`config.mk`:
```
export PLATFORM = sky130hd
export DESIGN_NAME = tmcf_top
export DESIGN_NICKNAME = d
export VERILOG_FILES = /design/src/rtl/tmcf_pkg.sv /design/src/rtl/tmcf_bank_if.sv /design/src/rtl/tmcf_top.sv /design/src/rtl/tmcf_capture_in.sv /design/src/rtl/tmcf_flag_bank.sv
export VERILOG_INCLUDE_DIRS = /design/src /design/src/rtl
export SDC_FILE = /design/constraint.sdc
export NUM_CORES = 1
export LEC_CHECK = 0
export BUFFER_PORTS_ARGS = -buffer_cell sky130_fd_sc_hd__buf_2
export CAP_MARGIN = 5
export CORE_AREA = 5 5 142 144
export CTS_BUF_LIST = sky130_fd_sc_hd__clkbuf_16
export CTS_CLUSTER_SIZE = 30
export DETAILED_ROUTE_END_ITERATION = 7
export DIE_AREA = 0 0 147 149
export GPL_ROUTABILITY_DRIVEN = 0
export HOLD_SLACK_MARGIN = 0.12
export PLACE_DENSITY = 0.73
export REMOVE_ABC_BUFFERS = 1
export SYNTH_ARGS = -nofsm -noshare
export SYNTH_HDL_FRONTEND = slang
export SYNTH_SLANG_ARGS = --single-unit
```
`constraint.sdc`:
```
create_clock -name pclk -period 2.15 [get_ports pclk]
set_clock_uncertainty 0.1 [all_clocks]
set_input_delay 0.5375 -clock pclk [delete_from_list [all_inputs] [get_ports pclk]]
set_output_delay 0.5375 -clock pclk [all_outputs]
set_load 0.01 [all_outputs]
```
`src/rtl/tmcf_cfg.svh`:
```
// Register indices, field positions, reset values and counts for the timer capture block
// Assumes an APB slave where each register takes one 32-bit word at four times its index
// Overview of operation
// - A capture event copies the running count into that timer's capture register.
// - Capture register is 16 bits; low byte read latches high byte into shared temp.
// - Capture register value is offered to the counter as top value.
// - Enable and flag bits 7:6 and 4:3 are unused and read as zero.
// - Enable bit 5 with global enable and capture flag requests capture interrupt.
// - Enable bit 2 with global enable and compare-B flag requests its interrupt.
// - Enable bit 1 with global enable and compare-A flag requests its interrupt.
// - Enable bit 0 with global enable and overflow flag requests overflow interrupt.
// - Second timer enable register sits at index 0x71, same layout, resets to zero.
// - Capture flag, bit 5, sets on every capture event of that timer.
// - With capture register as top, capture flag sets when count reaches top.
// - Compare flags bits 2 and 1 set one timer tick after the match.
// - Forced compare strobes never set a compare flag.
// - Overflow flag bit 0 sets on counter overflow, as the sequencer reports it.
// - Each flag clears when its interrupt vector is taken.
// - Writing one to a flag bit clears it; written zeros change nothing.
// - Capture edge select: zero picks falling edge, one picks rising edge.
// - Noise filter moves capture input only after four equal samples.
// - With capture register as top, capture input is disconnected.
`ifndef TMCF_CFG_SVH
`define TMCF_CFG_SVH
`define TMCF_IDX_FLAG_A 10'h036
`define TMCF_IDX_FLAG_B 10'h038
`define TMCF_IDX_EN_A 10'h06f
`define TMCF_IDX_EN_B 10'h071
`define TMCF_IDX_CTRL_A 10'h081
`define TMCF_IDX_CTRL_B 10'h091
`define TMCF_IDX_CAP_LO_A 10'h086
`define TMCF_IDX_CAP_HI_A 10'h087
`define TMCF_IDX_CAP_LO_B 10'h096
`define TMCF_IDX_CAP_HI_B 10'h097
`define TMCF_BIT_OVF 0
`define TMCF_BIT_CMPA 1
`define TMCF_BIT_CMPB 2
`define TMCF_BIT_CAP 5
`define TMCF_FLAG_MASK 8'h27
`define TMCF_FLAG_RST 4'h0
`define TMCF_EN_RST 4'h0
`define TMCF_CAP_RST 16'h0000
`define TMCF_CTRL_RST 10'h000
`define TMCF_CTRL_RW_MASK 10'h07f
`define TMCF_CTRL_ACMP 4
`define TMCF_CTRL_EDGE 5
`define TMCF_CTRL_FILT 6
`define TMCF_CTRL_FOCA 8
`define TMCF_CTRL_FOCB 9
`define TMCF_WGM_NORMAL 4'h0
`define TMCF_WGM_CTC_A 4'h4
`define TMCF_WGM_CTC_CAP 4'hc
`define TMCF_FILT_SAMPLES 4
`define TMCF_RD_UNMAPPED 32'h0000_0000
`endif

```
`src/rtl/tmcf_pkg.sv`:
```
// Types for the timer capture and interrupt flag block
// Assumes tmcf_cfg.svh for all numeric constants
`default_nettype none
package tmcf_pkg;
    typedef enum logic {ap_wait = 1'b0, ap_done = 1'b1} tmcf_apb_t;
    typedef struct packed {
        tmcf_apb_t apb;
        logic [31:0] prdata;
        logic pslverr;
        logic [7:0] temp;
        logic [1:0][15:0] cap;
        logic [1:0][9:0] ctrl;
        logic [1:0] pend_a;
        logic [1:0] pend_b;
        logic [1:0] force_a;
        logic [1:0] force_b;
    } tmcf_top_t;
    typedef struct packed {
        logic [1:0] sync_pin;
        logic [1:0] sync_acmp;
        logic [7:0] hist;
        logic filt;
        logic prev;
        logic evt;
    } tmcf_cap_t;
    typedef struct packed {
        logic [3:0] flags;
        logic [3:0] en;
        logic [3:0] irq;
    } tmcf_bank_t;
endpackage : tmcf_pkg
`default_nettype wire

```
`src/rtl/tmcf_bank_if.sv`:
```
// Link between the register front end and one timer's flag and enable bank
// Assumes event order [3] capture [2] compare B [1] compare A [0] overflow
`default_nettype none
interface tmcf_bank_if;
    logic [3:0] set;
    logic [3:0] ack;
    logic gie;
    logic wr_flag;
    logic wr_en;
    logic [7:0] wdata;
    logic [7:0] flags_rd;
    logic [7:0] en_rd;
    logic [3:0] irq;
    modport ctl (output set, ack, gie, wr_flag, wr_en, wdata, input flags_rd, en_rd, irq);
    modport bank (input set, ack, gie, wr_flag, wr_en, wdata, output flags_rd, en_rd, irq);
endinterface : tmcf_bank_if
`default_nettype wire

```
`src/rtl/tmcf_top.sv`:
```
// Capture registers, flags and interrupt requests of two 16-bit timers on APB
// Assumes counters, compare registers and sequencing live outside, on pclk
//
// Design decision made here: the APB interface to the registers.
`include "tmcf_cfg.svh"
`default_nettype none
module tmcf_top
    import tmcf_pkg::*;
#(
    parameter int ADDR_W = 12, // APB address width
    parameter int FILT_N = `TMCF_FILT_SAMPLES // Equal samples for the noise filter
) (
    input wire logic pclk, // System clock, 200 MHz
    input wire logic presetn, // Asynchronous reset, active low
    input wire logic psel, // APB select
    input wire logic penable, // APB access phase
    input wire logic pwrite, // APB direction, high for write
    input wire logic [ADDR_W-1:0] paddr, // APB byte address
    input wire logic [31:0] pwdata, // APB write data
    output logic [31:0] prdata, // APB read data
    output logic pready, // APB ready
    output logic pslverr, // APB error on unmapped access
    input wire logic [1:0][15:0] timer_count, // Running count, [0] timer_a, [1] timer_b
    input wire logic [1:0] timer_tick, // One pulse per timer clock
    input wire logic [1:0][15:0] compare_a, // Compare register A per timer
    input wire logic [1:0][15:0] compare_b, // Compare register B per timer
    input wire logic [1:0] timer_ovf, // Overflow event from the sequencer
    input wire logic [1:0] capture_input_pin, // Asynchronous capture pins
    input wire logic analog_cmp_out, // Asynchronous analog comparator output
    input wire logic global_irq_en, // Processor global interrupt enable
    input wire logic [1:0][3:0] irq_vector_ack, // Vector taken: cap, cmp b, cmp a, ovf
    output logic [1:0][3:0] irq_request, // Requests: cap, cmp b, cmp a, ovf
    output logic [1:0][15:0] capture_value, // Capture register toward the counter
    output logic [1:0][3:0] waveform_mode_field, // Mode toward the counter
    output logic [1:0] force_cmp_a, // Forced compare A strobe
    output logic [1:0] force_cmp_b // Forced compare B strobe
);
    if (ADDR_W < 12) begin : g_bad_addr
        $error("ADDR_W must be at least 12");
    end

    localparam logic [1:0][9:0] IDX_FLAG = {`TMCF_IDX_FLAG_B, `TMCF_IDX_FLAG_A};
    localparam logic [1:0][9:0] IDX_EN = {`TMCF_IDX_EN_B, `TMCF_IDX_EN_A};
    localparam logic [1:0][9:0] IDX_CTRL = {`TMCF_IDX_CTRL_B, `TMCF_IDX_CTRL_A};
    localparam logic [1:0][9:0] IDX_CAP_LO = {`TMCF_IDX_CAP_LO_B, `TMCF_IDX_CAP_LO_A};
    localparam logic [1:0][9:0] IDX_CAP_HI = {`TMCF_IDX_CAP_HI_B, `TMCF_IDX_CAP_HI_A};

    tmcf_top_t st_reg, st_next;
    logic [9:0] idx;
    logic access;
    logic commit;
    logic wr;
    logic rd;
    logic rd_ok;
    logic [31:0] rd_data;
    logic [1:0] cap_evt;
    logic [1:0] icr_top;
    logic [1:0] top_hit;
    logic [1:0] hit_a;
    logic [1:0] hit_b;
    logic [1:0][7:0] flags_rd;
    logic [1:0][7:0] en_rd;

    // Normal and clear-on-compare modes accept forced compares
    function automatic logic tmcf_non_pwm(input logic [3:0] mode);
        tmcf_non_pwm = (mode == `TMCF_WGM_NORMAL) || (mode == `TMCF_WGM_CTC_A)
            || (mode == `TMCF_WGM_CTC_CAP);
    endfunction : tmcf_non_pwm

    // APB phase decode; a write or read takes effect in the ready cycle
    assign idx = paddr[11:2];
    assign access = psel && penable;
    assign commit = access && (st_reg.apb == ap_done);
    assign wr = commit && pwrite && rd_ok;
    assign rd = commit && !pwrite && rd_ok;

    // Per timer: input conditioning, flag bank and event wiring
    for (genvar i = 0; i < 2; i++) begin : g_tmr
        tmcf_bank_if bank_bus ();

        tmcf_capture_in #(
            .FILT_N(FILT_N)
        ) u_cap (
            .pclk(pclk),
            .presetn(presetn),
            .capture_input_pin(capture_input_pin[i]),
            .analog_cmp_out(analog_cmp_out),
            .use_analog(st_reg.ctrl[i][`TMCF_CTRL_ACMP]),
            .capture_edge_select(st_reg.ctrl[i][`TMCF_CTRL_EDGE]),
            .capture_noise_filter_en(st_reg.ctrl[i][`TMCF_CTRL_FILT]),
            .disable_in(icr_top[i]),
            .capture_evt(cap_evt[i])
        );

        tmcf_flag_bank u_bank (
            .pclk(pclk),
            .presetn(presetn),
            .bus(bank_bus.bank)
        );

        // capture register as top: modes 8, 10, 12 and 14
        assign icr_top[i] = st_reg.ctrl[i][3] && !st_reg.ctrl[i][0];
        // count reaches the capture top value
        assign top_hit[i] = icr_top[i] && timer_tick[i] && (timer_count[i] == st_reg.cap[i]);
        // flag on the tick after the match
        assign hit_a[i] = timer_tick[i] && st_reg.pend_a[i];
        assign hit_b[i] = timer_tick[i] && st_reg.pend_b[i];
        // hardware set events; forced strobes are not among them
        assign bank_bus.set = {(cap_evt[i] && !icr_top[i]) || top_hit[i], hit_b[i], hit_a[i],
                               timer_ovf[i]};
        assign bank_bus.ack = irq_vector_ack[i];
        assign bank_bus.gie = global_irq_en;
        assign bank_bus.wr_flag = wr && (idx == IDX_FLAG[i]);
        assign bank_bus.wr_en = wr && (idx == IDX_EN[i]);
        assign bank_bus.wdata = pwdata[7:0];
        assign flags_rd[i] = bank_bus.flags_rd;
        assign en_rd[i] = bank_bus.en_rd;
        assign irq_request[i] = bank_bus.irq;
        // capture register offered as top value
        assign capture_value[i] = st_reg.cap[i];
        assign waveform_mode_field[i] = st_reg.ctrl[i][3:0];
    end

    // Read multiplexer and address check
    always_comb begin
        rd_data = `TMCF_RD_UNMAPPED;
        rd_ok = 1'b0;
        for (int i = 0; i < 2; i++) begin
            if (idx == IDX_FLAG[i]) begin
                rd_data = {24'h0, flags_rd[i]};
                rd_ok = 1'b1;
            end
            if (idx == IDX_EN[i]) begin
                rd_data = {24'h0, en_rd[i]};
                rd_ok = 1'b1;
            end
            if (idx == IDX_CTRL[i]) begin
                rd_data = {22'h0, st_reg.ctrl[i] & `TMCF_CTRL_RW_MASK};
                rd_ok = 1'b1;
            end
            if (idx == IDX_CAP_LO[i]) begin
                rd_data = {24'h0, st_reg.cap[i][7:0]};
                rd_ok = 1'b1;
            end
            // high byte comes from the shared temp
            if (idx == IDX_CAP_HI[i]) begin
                rd_data = {24'h0, st_reg.temp};
                rd_ok = 1'b1;
            end
        end
        if (paddr[1:0] != 2'b00 || (paddr >> 12) != '0) begin
            rd_data = `TMCF_RD_UNMAPPED;
            rd_ok = 1'b0;
        end
    end

    // Next state: bus phase, capture, temp, control and match tracking
    always_comb begin
        st_next = st_reg;
        st_next.force_a = 2'b00;
        st_next.force_b = 2'b00;
        // One wait state, then ready with data or error
        if (access && st_reg.apb == ap_wait) begin
            st_next.apb = ap_done;
            st_next.prdata = pwrite ? 32'h0 : rd_data;
            st_next.pslverr = !rd_ok;
        end else begin
            st_next.apb = ap_wait;
            st_next.prdata = 32'h0;
            st_next.pslverr = 1'b0;
        end
        for (int i = 0; i < 2; i++) begin
            // remember a match until the next tick
            if (timer_tick[i]) begin
                st_next.pend_a[i] = timer_count[i] == compare_a[i];
                st_next.pend_b[i] = timer_count[i] == compare_b[i];
            end
            // copy the count unless the input is disconnected
            if (cap_evt[i] && !icr_top[i]) begin
                st_next.cap[i] = timer_count[i];
            end
            // low byte write takes the high byte from temp
            if (wr && idx == IDX_CAP_LO[i]) begin
                st_next.cap[i] = {st_reg.temp, pwdata[7:0]};
            end
            // forced strobes only in non-PWM modes, flags untouched
            if (wr && idx == IDX_CTRL[i]) begin
                st_next.ctrl[i] = pwdata[9:0] & `TMCF_CTRL_RW_MASK;
                st_next.force_a[i] = pwdata[`TMCF_CTRL_FOCA] && tmcf_non_pwm(pwdata[3:0]);
                st_next.force_b[i] = pwdata[`TMCF_CTRL_FOCB] && tmcf_non_pwm(pwdata[3:0]);
            end
            // low byte read latches the high byte
            if (rd && idx == IDX_CAP_LO[i]) begin
                st_next.temp = st_reg.cap[i][15:8];
            end
            if (wr && idx == IDX_CAP_HI[i]) begin
                st_next.temp = pwdata[7:0];
            end
        end
    end

    // State register
    always_ff @(posedge pclk or negedge presetn) begin
        if (!presetn) begin
            st_reg <= '0;
            st_reg.cap <= {`TMCF_CAP_RST, `TMCF_CAP_RST};
            st_reg.ctrl <= {`TMCF_CTRL_RST, `TMCF_CTRL_RST};
        end else begin
            st_reg <= st_next;
        end
    end

    // Bus and strobe outputs straight from the state register
    assign pready = st_reg.apb;
    assign prdata = st_reg.prdata;
    assign pslverr = st_reg.pslverr;
    assign force_cmp_a = st_reg.force_a;
    assign force_cmp_b = st_reg.force_b;
endmodule : tmcf_top
`default_nettype wire

```
`src/rtl/tmcf_capture_in.sv`:
```
// Capture input conditioning: synchroniser, noise filter, edge detector
// Assumes asynchronous pin and comparator inputs, controls from the pclk domain
`include "tmcf_cfg.svh"
`default_nettype none
module tmcf_capture_in
    import tmcf_pkg::*;
#(
    parameter int FILT_N = `TMCF_FILT_SAMPLES // Equal samples needed by the filter
) (
    input wire logic pclk, // System clock
    input wire logic presetn, // Asynchronous reset, active low
    input wire logic capture_input_pin, // Asynchronous capture pin
    input wire logic analog_cmp_out, // Asynchronous comparator output
    input wire logic use_analog, // Take comparator instead of pin
    input wire logic capture_edge_select, // One rising, zero falling
    input wire logic capture_noise_filter_en, // Filter on
    input wire logic disable_in, // Capture input disconnected
    output logic capture_evt // One-cycle capture pulse
);
    if (FILT_N < 1 || FILT_N > 8) begin : g_bad_filt
        $error("FILT_N must lie in 1..8");
    end
    tmcf_cap_t st_reg, st_next;
    logic src;

    // Synchronise, filter and detect the chosen edge
    always_comb begin
        st_next = st_reg;
        st_next.sync_pin = {st_reg.sync_pin[0], capture_input_pin};
        st_next.sync_acmp = {st_reg.sync_acmp[0], analog_cmp_out};
        src = use_analog ? st_reg.sync_acmp[1] : st_reg.sync_pin[1];
        st_next.hist = {st_reg.hist[6:0], src};
        if (!capture_noise_filter_en) begin
            st_next.filt = src;
        end else if (st_reg.hist[FILT_N-1:0] == '1) begin
            st_next.filt = 1'b1;
        end else if (st_reg.hist[FILT_N-1:0] == '0) begin
            st_next.filt = 1'b0;
        end
        st_next.prev = st_reg.filt;
        st_next.evt = !disable_in && (capture_edge_select ? (st_reg.filt && !st_reg.prev)
                                                         : (!st_reg.filt && st_reg.prev));
    end

    // State register
    always_ff @(posedge pclk or negedge presetn) begin
        if (!presetn) begin
            st_reg <= '0;
        end else begin
            st_reg <= st_next;
        end
    end

    assign capture_evt = st_reg.evt;
endmodule : tmcf_capture_in
`default_nettype wire

```
`src/rtl/tmcf_flag_bank.sv`:
```
// Flag and enable bank of one timer with interrupt request gating
// Assumes set and clear strobes from the pclk domain
`include "tmcf_cfg.svh"
`default_nettype none
module tmcf_flag_bank
    import tmcf_pkg::*;
(
    input wire logic pclk, // System clock
    input wire logic presetn, // Asynchronous reset, active low
    tmcf_bank_if.bank bus // Strobes in, read values and requests out
);
    localparam int POS [4] = '{`TMCF_BIT_OVF, `TMCF_BIT_CMPA, `TMCF_BIT_CMPB, `TMCF_BIT_CAP};
    tmcf_bank_t st_reg, st_next;

    // Update enables, flags and requests
    always_comb begin
        st_next = st_reg;
        for (int k = 0; k < 4; k++) begin
            if (bus.wr_en) begin
                st_next.en[k] = bus.wdata[POS[k]];
            end
            // vector taken or one written clears
            if ((bus.wr_flag && bus.wdata[POS[k]]) || bus.ack[k]) begin
                st_next.flags[k] = 1'b0;
            end
            if (bus.set[k]) begin
                st_next.flags[k] = 1'b1;
            end
            st_next.irq[k] = st_reg.en[k] && st_reg.flags[k] && bus.gie;
        end
    end

    always_comb begin
        bus.flags_rd = 8'h00;
        bus.en_rd = 8'h00;
        for (int k = 0; k < 4; k++) begin
            bus.flags_rd[POS[k]] = st_reg.flags[k];
            bus.en_rd[POS[k]] = st_reg.en[k];
        end
    end

    always_ff @(posedge pclk or negedge presetn) begin
        if (!presetn) begin
            st_reg <= {`TMCF_FLAG_RST, `TMCF_EN_RST, 4'h0};
        end else begin
            st_reg <= st_next;
        end
    end

    assign bus.irq = st_reg.irq;
endmodule : tmcf_flag_bank
`default_nettype wire

```
==> reports/qor.csv, run 1 <==
metric,value,unit
outcome,"complete, no violations",
drc_errors,0,
syn_to_final_growth,27.81,%
top_level_ports,247,
viasPerCell,5.424,
period_share,0.9809,
post-route-util,0.5047,
crit_start,waveform_mode_field[2]$_DFFE_PN0P_,
netlist.area_leader.share,0.3956,
crit_arrival,2.32,ns
syn_area,7337,sq um
cpLargestDelayFamily,compound AO/OA/AOI/OAI gates,
ys_seq_area_frac,0.3956,
dp_cells,1174,
r2r-start,waveform_mode_field[2]$_DFFE_PN0P_,
drt_iter0_markers,524,
numCtsBuffers,17,
largest_reg_flops,32,
first_pass_iters,5,
crit_chain,or4bb_1 > a2111oi_1 > a221o_1 > o21ai_0 > a211oi_2,
cts_tree,yes,
synth-main-ff-cell,dfrtp_1,
clkLatencyLatePin,0.43,ns
grt_start_max_net_pins,64,
num_vias,6595,
netlist_top_cells_count,"dfrtp_1, xnor2_1, buf_4, nand2_1, mux2i_1",
synth_area_leaders,"dfrtp_1, xnor2_1, buf_4, mux2i_1, mux2_2",
die_area,21900,sq um
clkTransAtPathRegs,0.06,ns
wl_per_cell,19.80,um
cts.sinks,116,
port_buffers,200,
grt_usage,0.2179,
cp-end-kind,flip-flop,
synth_warnings,0,
grt_pass1_vias,6511,
clock.fmax,0.4742,GHz
leakage,0.004411,uW
min_path_type,in2reg,
drv_cap,0,
wirelength,24.08,mm
crit_required,2.36,ns
htree_levels,4,
synth_edf_count,0,
syn_area_per_cell,9.809,sq um
cp_slowest_cell,or4bb_1,
hold_start,timer_ovf[0],
rsz0062_at_grt,yes,
max-slew-margin-rel,0.5771,
dp_hpwl,18.99,mm
root_buffer,clkbuf_16,
antenna_left,0,
final_layout_size_suffix_gt1_frac,0.3953,
synth_cells,748,
grt_pass1_wl,37.07,mm
grt_antenna_before_repair,4,
placedInstanceArea,8626,sq um
yosys.area.top_type,dfrtp_1,
crit_buf_inv,0,
design.core.area,18580,sq um
start_kind,flip-flop,
cts_max_path_buffers,2,
setup_viol,0,
fin_cells,1216,
synthDistinctLibCells,65,
cpPeakStageDelay,0.49,ns
synth.most_common_cell,dfrtp_1,
finalNetCount,1127,
worst-setup-path-type,reg2reg,
holdWs,0.2128,ns
hold_viol_final,0,
die_w,147,um
min_period,2.109,ns
die_y,149,um
worstPathMaxFanout,3,
ys_ff_latch,116,
fin_area,9378,sq um
rows,50,
initial_core_util,0.3949,
tightest_slew,0.6320,ns
powerDensity,686.1,nW/um^2
overflow,0,
final_max_slew_viol_count,0,
async_flop_share,1.000,
vdd_ir_drop_max,551.1,uV
-- layout make-up --
type / instances / area, sq um
repair buffers: 285 / 1722
well taps: 234 / 292.8
flip-flops and latches: 116 / 2903
multi-input cells: 534 / 3801
fillers: 1712 / 9203
inverters: 12 / 45.04
clock inverters: 15 / 181.4
clock buffers: 17 / 425.4
diodes: 3 / 7.507
-- worst paths after layout --
path / depth (start not counted) / endpoint / slack, ns
min in group asynchronous: 2 / g_tmr[0].u_bank.bus.irq[2]$_DFF_PN0_ / 0.45
worst min register to register: 0 / g_tmr[0].u_cap.st_reg[14]$_DFF_PN0_ / 0.25
worst min-delay path: 2 / g_tmr[0].u_bank.bus.flags_rd[0]$_DFFE_PN0P_ / 0.21
worst max-delay path: 5 / prdata[2]$_DFF_PN0_ / 0.04
worst max register to register: 5 / prdata[2]$_DFF_PN0_ / 0.04
max in group asynchronous: 3 / st_reg[13]$_DFFE_PN0P_ / 0.88
-- report_power, final --
| part | internal (uW) | leakage (uW) | switching (uW) |
|---|---|---|---|
| clock network | 1830 | 0.000294 | 1050 |
| logic | 521 | 0.00263 | 565 |
| registers | 2300 | 0.00149 | 170 |
| total | 4650 | 0.00441 | 1790 |
-- repair_timing --
action	in CTS	in global routing
hold endpoints to repair	21	1
pin swaps	3	7
gates resized for setup	5	12
setup endpoints to repair	23	15
hold buffers	3	1
buffers inserted	0	3
-- cell families (layout without fill, tap and decap cells) --
family,after synthesis,after routing,synth area share
xor+xnor,97,97,0.1158
flops,116,116,0.3956
buf+inv,121,329,0.1056
simple gates,214,214,0.1625
compound gates,142,142,0.1383
mux,57,57,0.08169
other cells,1,27,0.0005111
-- per-stage QoR --
step / setup WS, ns / setup TNS, ns / total power (uW)
6_report: 0.04114 / 0 / 6434
3_3_place_gp: -0.4700 / -26.20 / 3553
3_5_place_dp: -0.5206 / -27.14 / 3573
4_1_cts: 0.005016 / 0 / 6456
2_1_floorplan: -0.7881 / -29.99 / 2963
5_1_grt: -0.01186 / -0.01186 / 6711
-- layout by cell type, fill, tap and decap left out, types with 5 or more instances in the layout --
| cell | count |
|---|---|
| nor2_2 | 14 |
| nor4_1 | 8 |
| inv_1 | 12 |
| a32o_1 | 5 |
| a22oi_1 | 8 |
| and2_1 | 5 |
| mux2i_1 | 34 |
| nand3_1 | 9 |
| o21ai_0 | 27 |
| nor2_1 | 30 |
| buf_2 | 197 |
| buf_4 | 76 |
| a21oi_1 | 17 |
| a31oi_1 | 7 |
| xnor2_1 | 93 |
| mux2_2 | 23 |
| conb_1 | 24 |
| a21boi_0 | 8 |
| and3_1 | 14 |
| a211oi_1 | 9 |
| nand2_1 | 55 |
| clkinv_4 | 5 |
| a21oi_2 | 16 |
| dfrtp_1 | 116 |
| clkbuf_16 | 17 |
| o31ai_1 | 10 |
| nand4_1 | 28 |
| nand3b_1 | 5 |
-- metal layers --
layer / vias up / track usage / wire (um)
li1: 3025 / - / -
met1: 3211 / 0.2886 / 10060
met2: 319 / 0.3554 / 11510
met3: 38 / 0.05074 / 1998
met4: 2 / 0.06850 / 493
met5: - / 0 / 13
Note: power is estimated with default switching activity, not from simulation.
==> run 2, diff against run 1 <==
--- a/config.mk
+++ b/config.mk
@@ -8,14 +8,14 @@
 export LEC_CHECK = 0
 export BUFFER_PORTS_ARGS = -buffer_cell sky130_fd_sc_hd__buf_2
 export CAP_MARGIN = 5
-export CORE_AREA = 5 5 142 144
+export CORE_AREA = 5 5 131 133
 export CTS_BUF_LIST = sky130_fd_sc_hd__clkbuf_16
 export CTS_CLUSTER_SIZE = 30
 export DETAILED_ROUTE_END_ITERATION = 7
-export DIE_AREA = 0 0 147 149
+export DIE_AREA = 0 0 136 138
 export GPL_ROUTABILITY_DRIVEN = 0
 export HOLD_SLACK_MARGIN = 0.12
-export PLACE_DENSITY = 0.73
+export PLACE_DENSITY = 0.84
 export REMOVE_ABC_BUFFERS = 1
 export SYNTH_ARGS = -nofsm -noshare
 export SYNTH_HDL_FRONTEND = slang
==> reports/qor.csv, run 2 (same netlist as run 1, synthesis figures left out) <==
metric,value,unit
violations,negative setup slack,
cts.sinks,116,
finalNetCount,1123,
min_path_type,in2reg,
max-slew-margin-rel,0.5596,
num_vias,6740,
holdWs,0.1287,ns
design.core.area,15710,sq um
crit_arrival,2.39,ns
crit_buf_inv,3,
clkLatencyLatePin,0.43,ns
setup_slack,-0.01861,ns
start_kind,input port,
worstPathMaxFanout,8,
outcome,"complete, but fails checks",
drc_errors,0,
antenna_left,0,
initial_core_util,0.4670,
crit_required,2.37,ns
rows,46,
hold_depth,1,
overflow,0,
numCtsBuffers,17,
cts_max_path_buffers,2,
crit_path_frequent_cell,buf_6,
layout_commonest_cell,buf_2,
viasPerCell,5.659,
cp-end-kind,flip-flop,
wirelength,24.15,mm
first_pass_iters,5,
layout_common_cells,"buf_2, dfrtp_1, xnor2_1",
reg2reg_depth,5,
drt_iter0_markers,675,
rsz0062_at_grt,yes,
grt_pass1_wl,36.99,mm
final_layout_size_suffix_gt1_frac,0.3908,
clkTransAtPathRegs,0.06,ns
wl_per_cell,20.28,um
setup_viol,2,
die_area,18770,sq um
diodes,0,
final_max_slew_viol_count,0,
largest_reg_flops,32,
htree_levels,4,
hold_viol_final,0,
leakage,0.004415,uW
powerDensity,717.4,nW/um^2
period_share,1.009,
min_period,2.169,ns
cpLargestDelayFamily,simple AND/OR/NAND/NOR gates,
fin_area,9343,sq um
drv_cap,0,
cp_slowest_cell,or3b_4,
worst-setup-path-type,in2reg,
root_buffer,clkbuf_16,
cpPeakStageDelay,0.42,ns
syn_to_final_growth,27.34,%
grt_antenna_before_repair,0,
tightest_slew,0.6562,ns
vdd_ir_drop_max,548.5,uV
grt_start_max_net_pins,55,
top_level_ports,247,
die_y,138,um
clock.fmax,0.4611,GHz
die_w,136,um
placedInstanceArea,8616,sq um
crit_chain,buf_6 > or3b_4 > buf_6 > or3_4 > nor4_2 > buf_4 > a211oi_1 > o31ai_1,
cts_tree,yes,
port_buffers,200,
crit_cells,8,
grt_usage,0.2528,
grt_pass1_vias,6745,
dp_hpwl,18.35,mm
==> run 2: through the flow <==
step / std cells / util / setup TNS [ns] / total power, uW / setup WS (ns)
6_report: 1191 / 0.5946 / -0.02341 / 6703 / -0.01861
5_1_grt: 1191 / 0.5946 / -0.04996 / 6937 / -0.03515
4_1_cts: 1191 / 0.5924 / 0 / 6705 / 0.002651
3_5_place_dp: 1156 / 0.5483 / -25.70 / 3566 / -0.4654
3_3_place_gp: 1156 / 0.5483 / -24.05 / 3542 / -0.4525
2_1_floorplan: 662 / - / -29.99 / 2963 / -0.7881
==> run 2: metal layers <==
metal / global-route usage / vias up / part of all wire
met5: 0 / - / 0
met2: 0.4060 / 408 / 0.47
li1: - / 3012 / -
met4: 0.08859 / 0 / 0.033
met1: 0.3370 / 3250 / 0.40
met3: 0.05479 / 70 / 0.090
==> run 2: worst register-to-register path, stage by stage (launching register included) <==
cell,delay [ns]
dfrtp_1,0.38
or4bb_1,0.51
a2111oi_2,0.41
a221o_1,0.19
o21ai_0,0.08
a211oi_1,0.29
==> run 2: report_power, final <==
part | internal (uW) | switching, uW | total, uW
clock | 2070 | 1070 | 3140
combinational | 521 | 579 | 1100
sequential | 2300 | 165 | 2470
total | 4890 | 1820 | 6700
==> run 2: area by class of cell <==
class                   count  area (sq um)
multi-input cells         534          3772
flip-flops and latches    116          2903
well taps                 216         270.3
clock buffers              17         425.4
inverters                  12         45.04
clock inverters            15         229.0
fillers                  1285          6370
repair buffers            281          1698
==> run 2: path summary, 6_finish.rpt <==
| check | startpoint | end | slack (ns) |
|---|---|---|---|
| setup / recovery | paddr[8] | st_reg[60]$_DFFE_PN0P_ | -0.02 |
| hold / removal | capture_input_pin[0] | g_tmr[0].u_cap.st_next[14]$_DFF_PN0_ | 0.13 |
| setup reg to reg | waveform_mode_field[2]$_DFFE_PN0P_ | prdata[2]$_DFF_PN0_ | 0.07 |
| hold reg to reg | g_tmr[0].u_cap.st_next[12]$_DFF_PN0_ | g_tmr[0].u_cap.st_reg[12]$_DFF_PN0_ | 0.25 |
| max in group asynchronous | presetn | capture_value[29]$_DFFE_PN0P_ | 0.81 |
| min in group asynchronous | presetn | prdata[4]$_DFF_PN0_ | 0.51 |
==> run 2: what timing repair did <==
action                                  CTS  global route
pin swaps                                 2            10
hold buffers                              3             0
endpoints found under the setup margin   22            24
gates resized for setup                   2             9
endpoints found under the hold margin    30             0
setup buffers                             0             0
